<file path="src/include/ltsw_pkg.sv">
// Package of opcodes, flag positions and timing for the logic/swap/wait execution unit
package ltsw_pkg;
  // Opcodes
  localparam logic [7:0] OP_SWAP_R   = 8'hF0;
  localparam logic [7:0] OP_SWAP_IR  = 8'hF1;
  localparam logic [7:0] OP_ITST_RR  = 8'h62;
  localparam logic [7:0] OP_ITST_RI  = 8'h63;
  localparam logic [7:0] OP_ITST_GG  = 8'h64;
  localparam logic [7:0] OP_ITST_GI  = 8'h65;
  localparam logic [7:0] OP_ITST_IM  = 8'h66;
  localparam logic [7:0] OP_MTST_RR  = 8'h72;
  localparam logic [7:0] OP_MTST_RI  = 8'h73;
  localparam logic [7:0] OP_MTST_GG  = 8'h74;
  localparam logic [7:0] OP_MTST_GI  = 8'h75;
  localparam logic [7:0] OP_MTST_IM  = 8'h76;
  localparam logic [7:0] OP_XOR_RR   = 8'hB2;
  localparam logic [7:0] OP_XOR_RI   = 8'hB3;
  localparam logic [7:0] OP_XOR_GG   = 8'hB4;
  localparam logic [7:0] OP_XOR_GI   = 8'hB5;
  localparam logic [7:0] OP_XOR_IM   = 8'hB6;
  localparam logic [7:0] OP_IWAIT    = 8'h3F;
  // Flag byte positions: C Z S V D H
  localparam int FLG_C = 7;
  localparam int FLG_Z = 6;
  localparam int FLG_S = 5;
  localparam int FLG_V = 4;
  localparam int FLG_D = 3;
  localparam int FLG_H = 2;
  localparam logic [7:0] FLAGS_RST = 8'h00;
  // Timing: one CPU cycle is one ref_clk period
  localparam int CLK_NS     = 100;
  localparam int CYC_SHORT  = 4;
  localparam int CYC_LONG   = 6;
  localparam int WAIT_QUANT = 4;
  // Instruction lengths in bytes
  localparam logic [1:0] LEN_1 = 2'h1;
  localparam logic [1:0] LEN_2 = 2'h2;
  localparam logic [1:0] LEN_3 = 2'h3;
  // Operations
  typedef enum logic [2:0] {
    LTSW_NOP  = 3'h0,
    LTSW_SWAP = 3'h1,
    LTSW_ITST = 3'h2,
    LTSW_MTST = 3'h3,
    LTSW_XOR  = 3'h4,
    LTSW_WAIT = 3'h5
  } ltsw_op_e;
  // Core states, Gray along idle->busy->finish
  typedef enum logic [1:0] {
    LTSW_IDLE = 2'b00,
    LTSW_BUSY = 2'b01,
    LTSW_DONE = 2'b11,
    LTSW_HALT = 2'b10
  } ltsw_st_e;
endpackage

</file>
<file path="src/include/ltsw_alu_if.sv">
// Interface carrying operands and results between sequencer and ALU
`timescale 1ns/1ps
interface ltsw_alu_if;
  logic [2:0] op;      // Operation, ltsw_pkg::ltsw_op_e value
  logic [7:0] dst;     // Destination operand
  logic [7:0] src;     // Source operand or mask
  logic [7:0] flg_in;  // Flags before the operation
  logic [7:0] res;     // Result byte
  logic [7:0] flg_out; // Flags after the operation
  logic       wr;      // Result goes back to destination
  modport core (output op, output dst, output src, output flg_in, input res, input flg_out, input wr);
  modport alu  (input op, input dst, input src, input flg_in, output res, output flg_out, output wr);
endinterface

</file>
<file path="src/logic/ltsw_alu.sv">
// Combinational ALU for swap, masked tests and exclusive OR
`timescale 1ns/1ps
module ltsw_alu (
  ltsw_alu_if.alu a
);
  // ----------------------------------------
  // Result and flag computation
  // ----------------------------------------
  always_comb
  begin
    a.res     = a.dst;
    a.flg_out = a.flg_in;
    a.wr      = 1'b0;
    case (a.op)
      3'(ltsw_pkg::LTSW_SWAP):
      begin
        a.res = {a.dst[3:0], a.dst[7:4]};
        a.wr  = 1'b1;
        // Carry and overflow undefined; chosen to clear them
        a.flg_out[ltsw_pkg::FLG_C] = 1'b0;
        a.flg_out[ltsw_pkg::FLG_V] = 1'b0;
      end
      3'(ltsw_pkg::LTSW_ITST):
      begin
        a.res = ~a.dst & a.src;
        a.flg_out[ltsw_pkg::FLG_V] = 1'b0;
      end
      3'(ltsw_pkg::LTSW_MTST):
      begin
        a.res = a.dst & a.src;
        a.flg_out[ltsw_pkg::FLG_V] = 1'b0;
      end
      3'(ltsw_pkg::LTSW_XOR):
      begin
        a.res = a.dst ^ a.src;
        a.wr  = 1'b1;
        a.flg_out[ltsw_pkg::FLG_V] = 1'b0;
      end
      default:
      begin
        a.res = a.dst;
      end
    endcase
    // Zero and sign follow the result for every data operation
    if (a.op != 3'(ltsw_pkg::LTSW_NOP) && a.op != 3'(ltsw_pkg::LTSW_WAIT))
    begin
      a.flg_out[ltsw_pkg::FLG_Z] = (a.res == 8'h00);
      a.flg_out[ltsw_pkg::FLG_S] = a.res[7];
    end
  end
endmodule

</file>
<file path="src/logic/ltsw_core.sv">
// Execution unit for nibble swap, masked tests, exclusive OR and interrupt wait
// How it works
// - Swap exchanges nibbles; F0/F1, 4 cycles
// - Swap: Z from result, S bit7
// - Inverted test: NOT dst AND mask, flags only
// - Inverted test: Z, S set, V cleared
// - Inverted test opcodes 62 through 66
// - Mask test: dst AND mask, flags only
// - Mask test: Z, S set, V cleared
// - Mask test opcodes 72 through 76
// - Wait halts execution; DMA continues; flags kept
// - Internal or fast interrupt ends wait
// - Wait is opcode 3F, 4n cycles
// - Exclusive OR written to destination
// - Exclusive OR: Z, S set, V cleared
// - Exclusive OR opcodes B2 through B6
`timescale 1ns/1ps
module ltsw_core (
  input  wire logic       ref_clk,
  input  wire logic       sys_rst,
  input  wire logic       issue,      // One-cycle pulse: new instruction present
  input  wire logic [7:0] opcode,     // Instruction byte 1
  input  wire logic [7:0] byte2,      // Instruction byte 2
  input  wire logic [7:0] byte3,      // Instruction byte 3
  input  wire logic [7:0] dst_val,    // Destination operand fetched by the register file
  input  wire logic [7:0] src_val,    // Source operand fetched by the register file
  input  wire logic [7:0] flags_in,   // Current flag register
  input  wire logic       int_req,    // Internal interrupt pending
  input  wire logic       fast_int,   // Fast interrupt pending
  output logic            busy_r,     // Instruction in progress
  output logic            done_r,     // One-cycle pulse at end of instruction
  output logic            known_r,    // Last issued opcode belonged to this unit
  output logic [1:0]      len_r,      // Byte length of last instruction
  output logic [7:0]      dst_addr_r, // Destination register address
  output logic [7:0]      src_addr_r, // Source register address or immediate
  output logic            src_imm_r,  // Source is the immediate byte
  output logic            src_ind_r,  // Source is addressed indirectly
  output logic            dst_ind_r,  // Destination is addressed indirectly
  output logic            wr_en_r,    // Write result to destination, one cycle with done
  output logic [7:0]      wr_data_r,  // Result byte
  output logic            flags_we_r, // Write flags, one cycle with done
  output logic [7:0]      flags_out_r,// New flag value
  output logic            halted_r    // CPU halted in interrupt wait; DMA may run
);
  // ----------------------------------------
  // Decode
  // ----------------------------------------
  ltsw_pkg::ltsw_op_e dec_op;    // Operation of the issued opcode
  logic [3:0]         dec_cyc;   // Cycles of the issued opcode
  logic [1:0]         dec_len;   // Length of the issued opcode
  logic [1:0]         dec_mode;  // 0 rr, 1 r@r, 2 RR, 3 R@R; immediate separate
  logic               dec_imm;   // Immediate source
  logic [7:0]         lo;        // Opcode with group nibble cleared

  // Opcode table for all five instructions
  always_comb
  begin
    dec_op   = ltsw_pkg::LTSW_NOP;
    dec_cyc  = 4'(ltsw_pkg::CYC_LONG);
    dec_len  = ltsw_pkg::LEN_3;
    dec_mode = 2'h0;
    dec_imm  = 1'b0;
    lo       = {4'h0, opcode[3:0]};
    case (opcode[7:4])
      4'h6: if (lo >= 8'h02 && lo <= 8'h06) dec_op = ltsw_pkg::LTSW_ITST;
      4'h7: if (lo >= 8'h02 && lo <= 8'h06) dec_op = ltsw_pkg::LTSW_MTST;
      4'hB: if (lo >= 8'h02 && lo <= 8'h06) dec_op = ltsw_pkg::LTSW_XOR;
      default: dec_op = ltsw_pkg::LTSW_NOP;
    endcase
    if (dec_op != ltsw_pkg::LTSW_NOP)
    begin
      // Same column layout for the three two-operand groups
      case (opcode[3:0])
        4'h2: begin dec_mode = 2'h0; dec_len = ltsw_pkg::LEN_2; dec_cyc = 4'(ltsw_pkg::CYC_SHORT); end
        4'h3: begin dec_mode = 2'h1; dec_len = ltsw_pkg::LEN_2; end
        4'h4: dec_mode = 2'h2;
        4'h5: dec_mode = 2'h3;
        default: begin dec_mode = 2'h2; dec_imm = 1'b1; end
      endcase
    end
    if (opcode == ltsw_pkg::OP_SWAP_R || opcode == ltsw_pkg::OP_SWAP_IR)
    begin
      dec_op  = ltsw_pkg::LTSW_SWAP;
      dec_len = ltsw_pkg::LEN_2;
      dec_cyc = 4'(ltsw_pkg::CYC_SHORT);
    end
    if (opcode == ltsw_pkg::OP_IWAIT)
    begin
      dec_op  = ltsw_pkg::LTSW_WAIT;
      dec_len = ltsw_pkg::LEN_1;
      dec_cyc = 4'(ltsw_pkg::WAIT_QUANT);
    end
  end

  // ----------------------------------------
  // Sequencer state
  // ----------------------------------------
  ltsw_pkg::ltsw_st_e st_r;      // Present state
  ltsw_pkg::ltsw_op_e op_r;      // Latched operation
  logic [3:0]         cnt_r;     // Cycles left in this instruction or wait quantum
  logic [7:0]         dst_r;     // Latched destination operand
  logic [7:0]         src_r;     // Latched source operand
  logic [7:0]         flg_r;     // Latched flags
  logic               wake;      // Any interrupt that ends the wait
  ltsw_alu_if         alu_bus ();

  assign wake = int_req | fast_int;

  // ALU hookup
  assign alu_bus.op     = op_r;
  assign alu_bus.dst    = dst_r;
  assign alu_bus.src    = src_r;
  assign alu_bus.flg_in = flg_r;

  ltsw_alu u_alu (
    .a (alu_bus.alu)
  );

  // Latch operands and operation on issue
  always_ff @(posedge ref_clk or posedge sys_rst)
  begin
    if (sys_rst)
    begin
      op_r  <= ltsw_pkg::LTSW_NOP;
      dst_r <= 8'h00;
      src_r <= 8'h00;
      flg_r <= ltsw_pkg::FLAGS_RST;
    end
    else if (issue && st_r == ltsw_pkg::LTSW_IDLE)
    begin
      op_r  <= dec_op;
      dst_r <= dst_val;
      src_r <= src_val;
      flg_r <= flags_in;
    end
  end

  // State machine and cycle count; wait runs in whole 4-cycle quanta
  always_ff @(posedge ref_clk or posedge sys_rst)
  begin
    if (sys_rst)
    begin
      st_r  <= ltsw_pkg::LTSW_IDLE;
      cnt_r <= 4'h0;
    end
    else
    begin
      case (st_r)
        ltsw_pkg::LTSW_IDLE:
          if (issue && dec_op != ltsw_pkg::LTSW_NOP)
          begin
            // Count covers issue cycle through done cycle
            st_r  <= (dec_op == ltsw_pkg::LTSW_WAIT) ? ltsw_pkg::LTSW_HALT : ltsw_pkg::LTSW_BUSY;
            cnt_r <= dec_cyc - 4'h2;
          end
        ltsw_pkg::LTSW_BUSY:
          if (cnt_r == 4'h0)
            st_r <= ltsw_pkg::LTSW_DONE;
          else
            cnt_r <= cnt_r - 4'h1;
        ltsw_pkg::LTSW_HALT:
          if (cnt_r == 4'h0)
          begin
            // Leave only at a quantum boundary, so the total is 4n
            if (wake)
              st_r <= ltsw_pkg::LTSW_DONE;
            else
              cnt_r <= 4'(ltsw_pkg::WAIT_QUANT - 1);
          end
          else
            cnt_r <= cnt_r - 4'h1;
        ltsw_pkg::LTSW_DONE:
          st_r <= ltsw_pkg::LTSW_IDLE;
        default:
          st_r <= ltsw_pkg::LTSW_IDLE;
      endcase
    end
  end

  // Operand addressing outputs, latched at issue
  always_ff @(posedge ref_clk or posedge sys_rst)
  begin
    if (sys_rst)
    begin
      known_r    <= 1'b0;
      len_r      <= 2'h0;
      dst_addr_r <= 8'h00;
      src_addr_r <= 8'h00;
      src_imm_r  <= 1'b0;
      src_ind_r  <= 1'b0;
      dst_ind_r  <= 1'b0;
    end
    else if (issue && st_r == ltsw_pkg::LTSW_IDLE)
    begin
      known_r   <= (dec_op != ltsw_pkg::LTSW_NOP);
      len_r     <= dec_len;
      src_imm_r <= dec_imm;
      src_ind_r <= dec_mode[0] & ~dec_imm;
      dst_ind_r <= (opcode == ltsw_pkg::OP_SWAP_IR);
      if (dec_op == ltsw_pkg::LTSW_SWAP)
      begin
        dst_addr_r <= byte2;
        src_addr_r <= 8'h00;
      end
      else if (dec_len == ltsw_pkg::LEN_2)
      begin
        // Working-register forms: dst in high nibble, src in low nibble
        dst_addr_r <= {4'h0, byte2[7:4]};
        src_addr_r <= {4'h0, byte2[3:0]};
      end
      else if (dec_imm)
      begin
        dst_addr_r <= byte2;
        src_addr_r <= byte3;
      end
      else
      begin
        src_addr_r <= byte2;
        dst_addr_r <= byte3;
      end
    end
  end

  // Completion outputs; test operations never write back, wait writes nothing
  always_ff @(posedge ref_clk or posedge sys_rst)
  begin
    if (sys_rst)
    begin
      busy_r      <= 1'b0;
      done_r      <= 1'b0;
      wr_en_r     <= 1'b0;
      wr_data_r   <= 8'h00;
      flags_we_r  <= 1'b0;
      flags_out_r <= ltsw_pkg::FLAGS_RST;
      halted_r    <= 1'b0;
    end
    else
    begin
      busy_r   <= (st_r == ltsw_pkg::LTSW_IDLE) ? (issue && dec_op != ltsw_pkg::LTSW_NOP)
                                                : (st_r != ltsw_pkg::LTSW_DONE);
      halted_r <= (st_r == ltsw_pkg::LTSW_IDLE && issue && dec_op == ltsw_pkg::LTSW_WAIT) ||
                  (st_r == ltsw_pkg::LTSW_HALT && !(cnt_r == 4'h0 && wake));
      done_r   <= (st_r == ltsw_pkg::LTSW_DONE);
      if (st_r == ltsw_pkg::LTSW_DONE)
      begin
        wr_en_r     <= alu_bus.wr;
        wr_data_r   <= alu_bus.res;
        flags_we_r  <= (op_r != ltsw_pkg::LTSW_WAIT);
        flags_out_r <= alu_bus.flg_out;
      end
      else
      begin
        wr_en_r    <= 1'b0;
        flags_we_r <= 1'b0;
      end
    end
  end
endmodule

</file>
<file path="config.mk">
export PLATFORM = sky130hd
export DESIGN_NAME = ltsw_core
export DESIGN_NICKNAME = d
export VERILOG_FILES = /design/src/include/ltsw_pkg.sv /design/src/include/ltsw_alu_if.sv /design/src/logic/ltsw_alu.sv /design/src/logic/ltsw_core.sv
export SDC_FILE = /design/constraint.sdc
export NUM_CORES = 1
export LEC_CHECK = 0
export BUFFER_PORTS_ARGS = -buffer_cell sky130_fd_sc_hd__buf_2
export CAP_MARGIN = 20
export CORE_MARGIN = 3
export CORE_UTILIZATION = 40
export DETAILED_ROUTE_END_ITERATION = 8
export PLACE_DENSITY = 0.65
export SLEW_MARGIN = 0
export SYNTH_ARGS = -nofsm -noshare
export SYNTH_HDL_FRONTEND = slang
export SYNTH_SLANG_ARGS = --single-unit
</file>
<file path="constraint.sdc">
create_clock -name ref_clk -period 2.4 [get_ports ref_clk]
set_input_delay 0.48 -clock ref_clk [delete_from_list [all_inputs] [get_ports ref_clk]]
set_output_delay 0.48 -clock ref_clk [all_outputs]
set_load 0.05 [all_outputs]
</file>
==> summary.txt <==
Clocking
  – Root Driver: clkbuf_8
  – CTS tree: built
  – CTS Buf Count: 9
  – CTS Hold Bufs: 0
  – Worst-path clk slew: 0.09 ns
  – # clock sinks: 76
  – Post-CTS resize count: 0
  – Post-CTS Setup Inserts: 0
  – H-tree depth: 3
  – Clock Latency Late Sink: 0.35 ns
  – Clk buf depth: 2

Layout
  – Layout cells sized above 1: 27.1%
  – Fillers: 899
  – Non-Filler Instances: 664
  – Design Area, Final: 0.00479 mm2
  – ANT cells: 0
  – Area Overhead vs Synth: 24.3%
  – # nets final: 589

Global route
  – Global route overflow: 0
  – Global route hottest layer: met2
  – Global Route Usage Sum: 19.1%
  – Global-route wire length before repair: 16.9 mm
  – Grt met1 use: 26.5%
  – Vias in the first global route: 3428
  – Met3 Usage GRT: 3.29%
  – Initial antenna violation count: 0
  – Pin count of the biggest net entering global routing: 32
  – M2 GR Usage: 29.3%

Place
  – Port bufs: 95
  – Placed cells: 648
  – RePlAce Congestion: 0.951
  – DP Area: 0.00456 mm2
  – Hpwl dp: 7.41 mm

Setup path
  – Largest stage delay on the critical path: 0.55 ns
  – Critical Path Sink Type: register
  – Buf/Inv on CP: 1
  – Worst Path Max Fanout: 15
  – Data required, critical path: 2.66 ns
  – Arrival time worst endpoint: 2.22 ns
  – CP Launch Type: register
  – Crit path cell chain: buf_4, a21oi_1, o21ai_0, a221oi_1, nand3_1, o31ai_1
  – Critical-path top delay cell: dfrtp_1
  – Delay-heaviest family, CP: compound AO/OA/AOI/OAI gates
  – CP Class: reg2reg

Logic synthesis
  – Dominant cells by area after synthesis: dfrtp_1, nand2_1, o21ai_0
  – Post-synthesis mux area share: 4.97%
  – Post-synth top area share: 49.4%
  – Mapped Nets: 486
  – List of most frequent post-synthesis cells: nand2_1, dfrtp_1, o21ai_0
  – Synth Warn #: 0
  – Yosys reg bits: 76
  – Async S/R FF share, synth: 100%
  – Register area share after synthesis: 49.4%
  – Post-synthesis simple-gate area fraction: 21.6%
  – Mapped Avg Cell Area: 9.02 um2
  – Post-synthesis instance area: 0.00385 mm2
  – Most common cell in the synthesized netlist: nand2_1
  – Adder and majority cell fraction of the synthesized area: 1.95%
  – Post-Synth XOR/XNOR Area: 0.910%
  – Number of flops mapped to enable cells by yosys: 0
  – Gate Count Post-Synth: 427
  – Netlist cell types: 47
  – Compound-cell area share of the yosys netlist: 17.5%
  – Leading area contributor after synthesis: dfrtp_1
  – Main combinational cell family by area after synthesis: simple AND/OR/NAND/NOR gates
  – Most used DFF post-synth: dfrtp_1

Detailed routing
  – Vias per cell: 5.22
  – Iter 0 DRT Violations: 159
  – Routed wire per std cell: 15.0 um
  – 1st-pass router iterations: 5
  – Via count: 3467
  – Total wire length: 9.99 mm
  – DRC viols: 0
  – Number of antenna-violating nets in the routed design: 0

STA
  – Fin. max-slew vios: 0
  – FMAX: 509 MHz
  – Final Critical Period: 1.96 ns
  – RSZ-0062 raised after global routing: no
  – Hold WS: 0.200 ns
  – TNS Setup: 0 ns
  – Worst-margin pin slew: 0.679 ns
  – Setup violations, final: 0
  – Final hold vios: 0
  – Worst Skew: 0.0114 ns
  – Max_slew headroom: 54.6%
  – Tcrit/Tclk final: 81.8%

Floorplanning
  – Total die area: 0.0108 mm2
  – Row cnt: 35
  – Chip height: 104 um
  – Initial core utilization: 41.5%
  – # IOs: 96
  – Core area: 0.00928 mm2
  – Die Width: 104 um

Status
  – Status: complete, no violations

Run
  – Max_cap viols: 0

Hold path
  – Worst hold-check path type: in2async

Pwr
  – P_leak: 2.36 nW
  – Max IR drop VDD: 0.599 mV
  – Pwr dens: 1420 mW/mm2
registers in the layout, indices dropped and copies added (netlist names):
| register | count |
|---|---|
| cnt_r | 4 |
| alu_bus.op | 3 |
| flags_we_r | 1 |
| dst_ind_r | 1 |
| busy_r | 1 |
| src_imm_r | 1 |
| halted_r | 1 |
| done_r | 1 |
| st_r | 2 |
| len_r | 2 |
| alu_bus.src | 8 |
| wr_en_r | 1 |
| flags_out_r | 8 |
| known_r | 1 |
| src_ind_r | 1 |
| src_addr_r | 8 |
| wr_data_r | 8 |
| alu_bus.dst | 8 |
| dst_addr_r | 8 |
| alu_bus.flg_in | 8 |
logic make-up after synthesis:
group                      Yosys count
AOI/OAI and AO/OA                  106
xor gates and xnor gates             4
adders and majority gates            6
buffers and inverters               35
DFF                                 76
muxes                               18
and+or+nand+nor                    182
worst paths after layout:
| kind | startpoint | endpoint | slack [ns] | cells after the start |
|---|---|---|---|---|
| worst min register to register | src_ind_r$_DFFE_PP0P_ | src_ind_r$_DFFE_PP0P_ | 0.47 | 2 |
| worst max-delay path | alu_bus.op[0]$_DFFE_PP0P_ | flags_out_r[6]$_DFFE_PP0P_ | 0.44 | 6 |
| min in group ref_clk | flags_in[0] | alu_bus.flg_in[0]$_DFFE_PP0P_ | 0.31 | 3 |
| worst min-delay path | sys_rst | len_r[0]$_DFFE_PP0P_ | 0.20 | 2 |
| max in group asynchronous | sys_rst | alu_bus.dst[6]$_DFFE_PP0P_ | 1.52 | 3 |
| worst max register to register | alu_bus.op[0]$_DFFE_PP0P_ | flags_out_r[6]$_DFFE_PP0P_ | 0.44 | 6 |
cells in the final DEF, fill, tap and decap left out, types with 4 or more instances in the layout:
cell,instances
nand2b_1,7
o22ai_1,5
o21ai_0,31
o21a_1,4
nand3_1,10
nand3b_1,5
mux2i_1,12
inv_1,12
buf_4,16
mux2_2,5
ha_1,6
nor2_1,24
or3_1,4
buf_2,95
dfrtp_1,76
clkbuf_8,9
a221oi_1,4
o2bb2ai_1,6
a21oi_1,30
nand2_1,115
nor3_1,4
a31oi_1,8
through the flow:
step	total power (W)	setup WS, ns	util [%]
2_1_floorplan	0.00482	0.489	-
3_3_place_gp	0.00567	0.292	49.2
3_5_place_dp	0.00574	0.211	49.2
4_1_cts	0.00686	0.476	51.6
5_1_grt	0.00728	0.324	51.6
6_report	0.00681	0.437	51.6
area by class of cell:
type	instances	area (um2)	share of cell area [%]
tap	129	161	3.37
clock buffer	9	124	2.59
sequential	76	1900	39.7
clock inverter	7	98.8	2.06
inverter	14	56.3	1.18
timing repair buffer	113	636	13.3
multi-input combinational	316	1810	37.8
per-layer routing:
metal	up-vias	part of all wire (%)
met4	0	1.9
met3	14	5.4
li1	1684	-
met2	129	46
met1	1640	47
met5	-	0
report_power, final:
group / total (W) / internal, W / switching, W
Sequential: 0.00223 / 0.00185 / 0.000384
Combinational: 0.00347 / 0.00108 / 0.00239
Clock: 0.00110 / 0.000593 / 0.000509
Total: 0.00681 / 0.00352 / 0.00328
(Power assumes the default switching activity.)
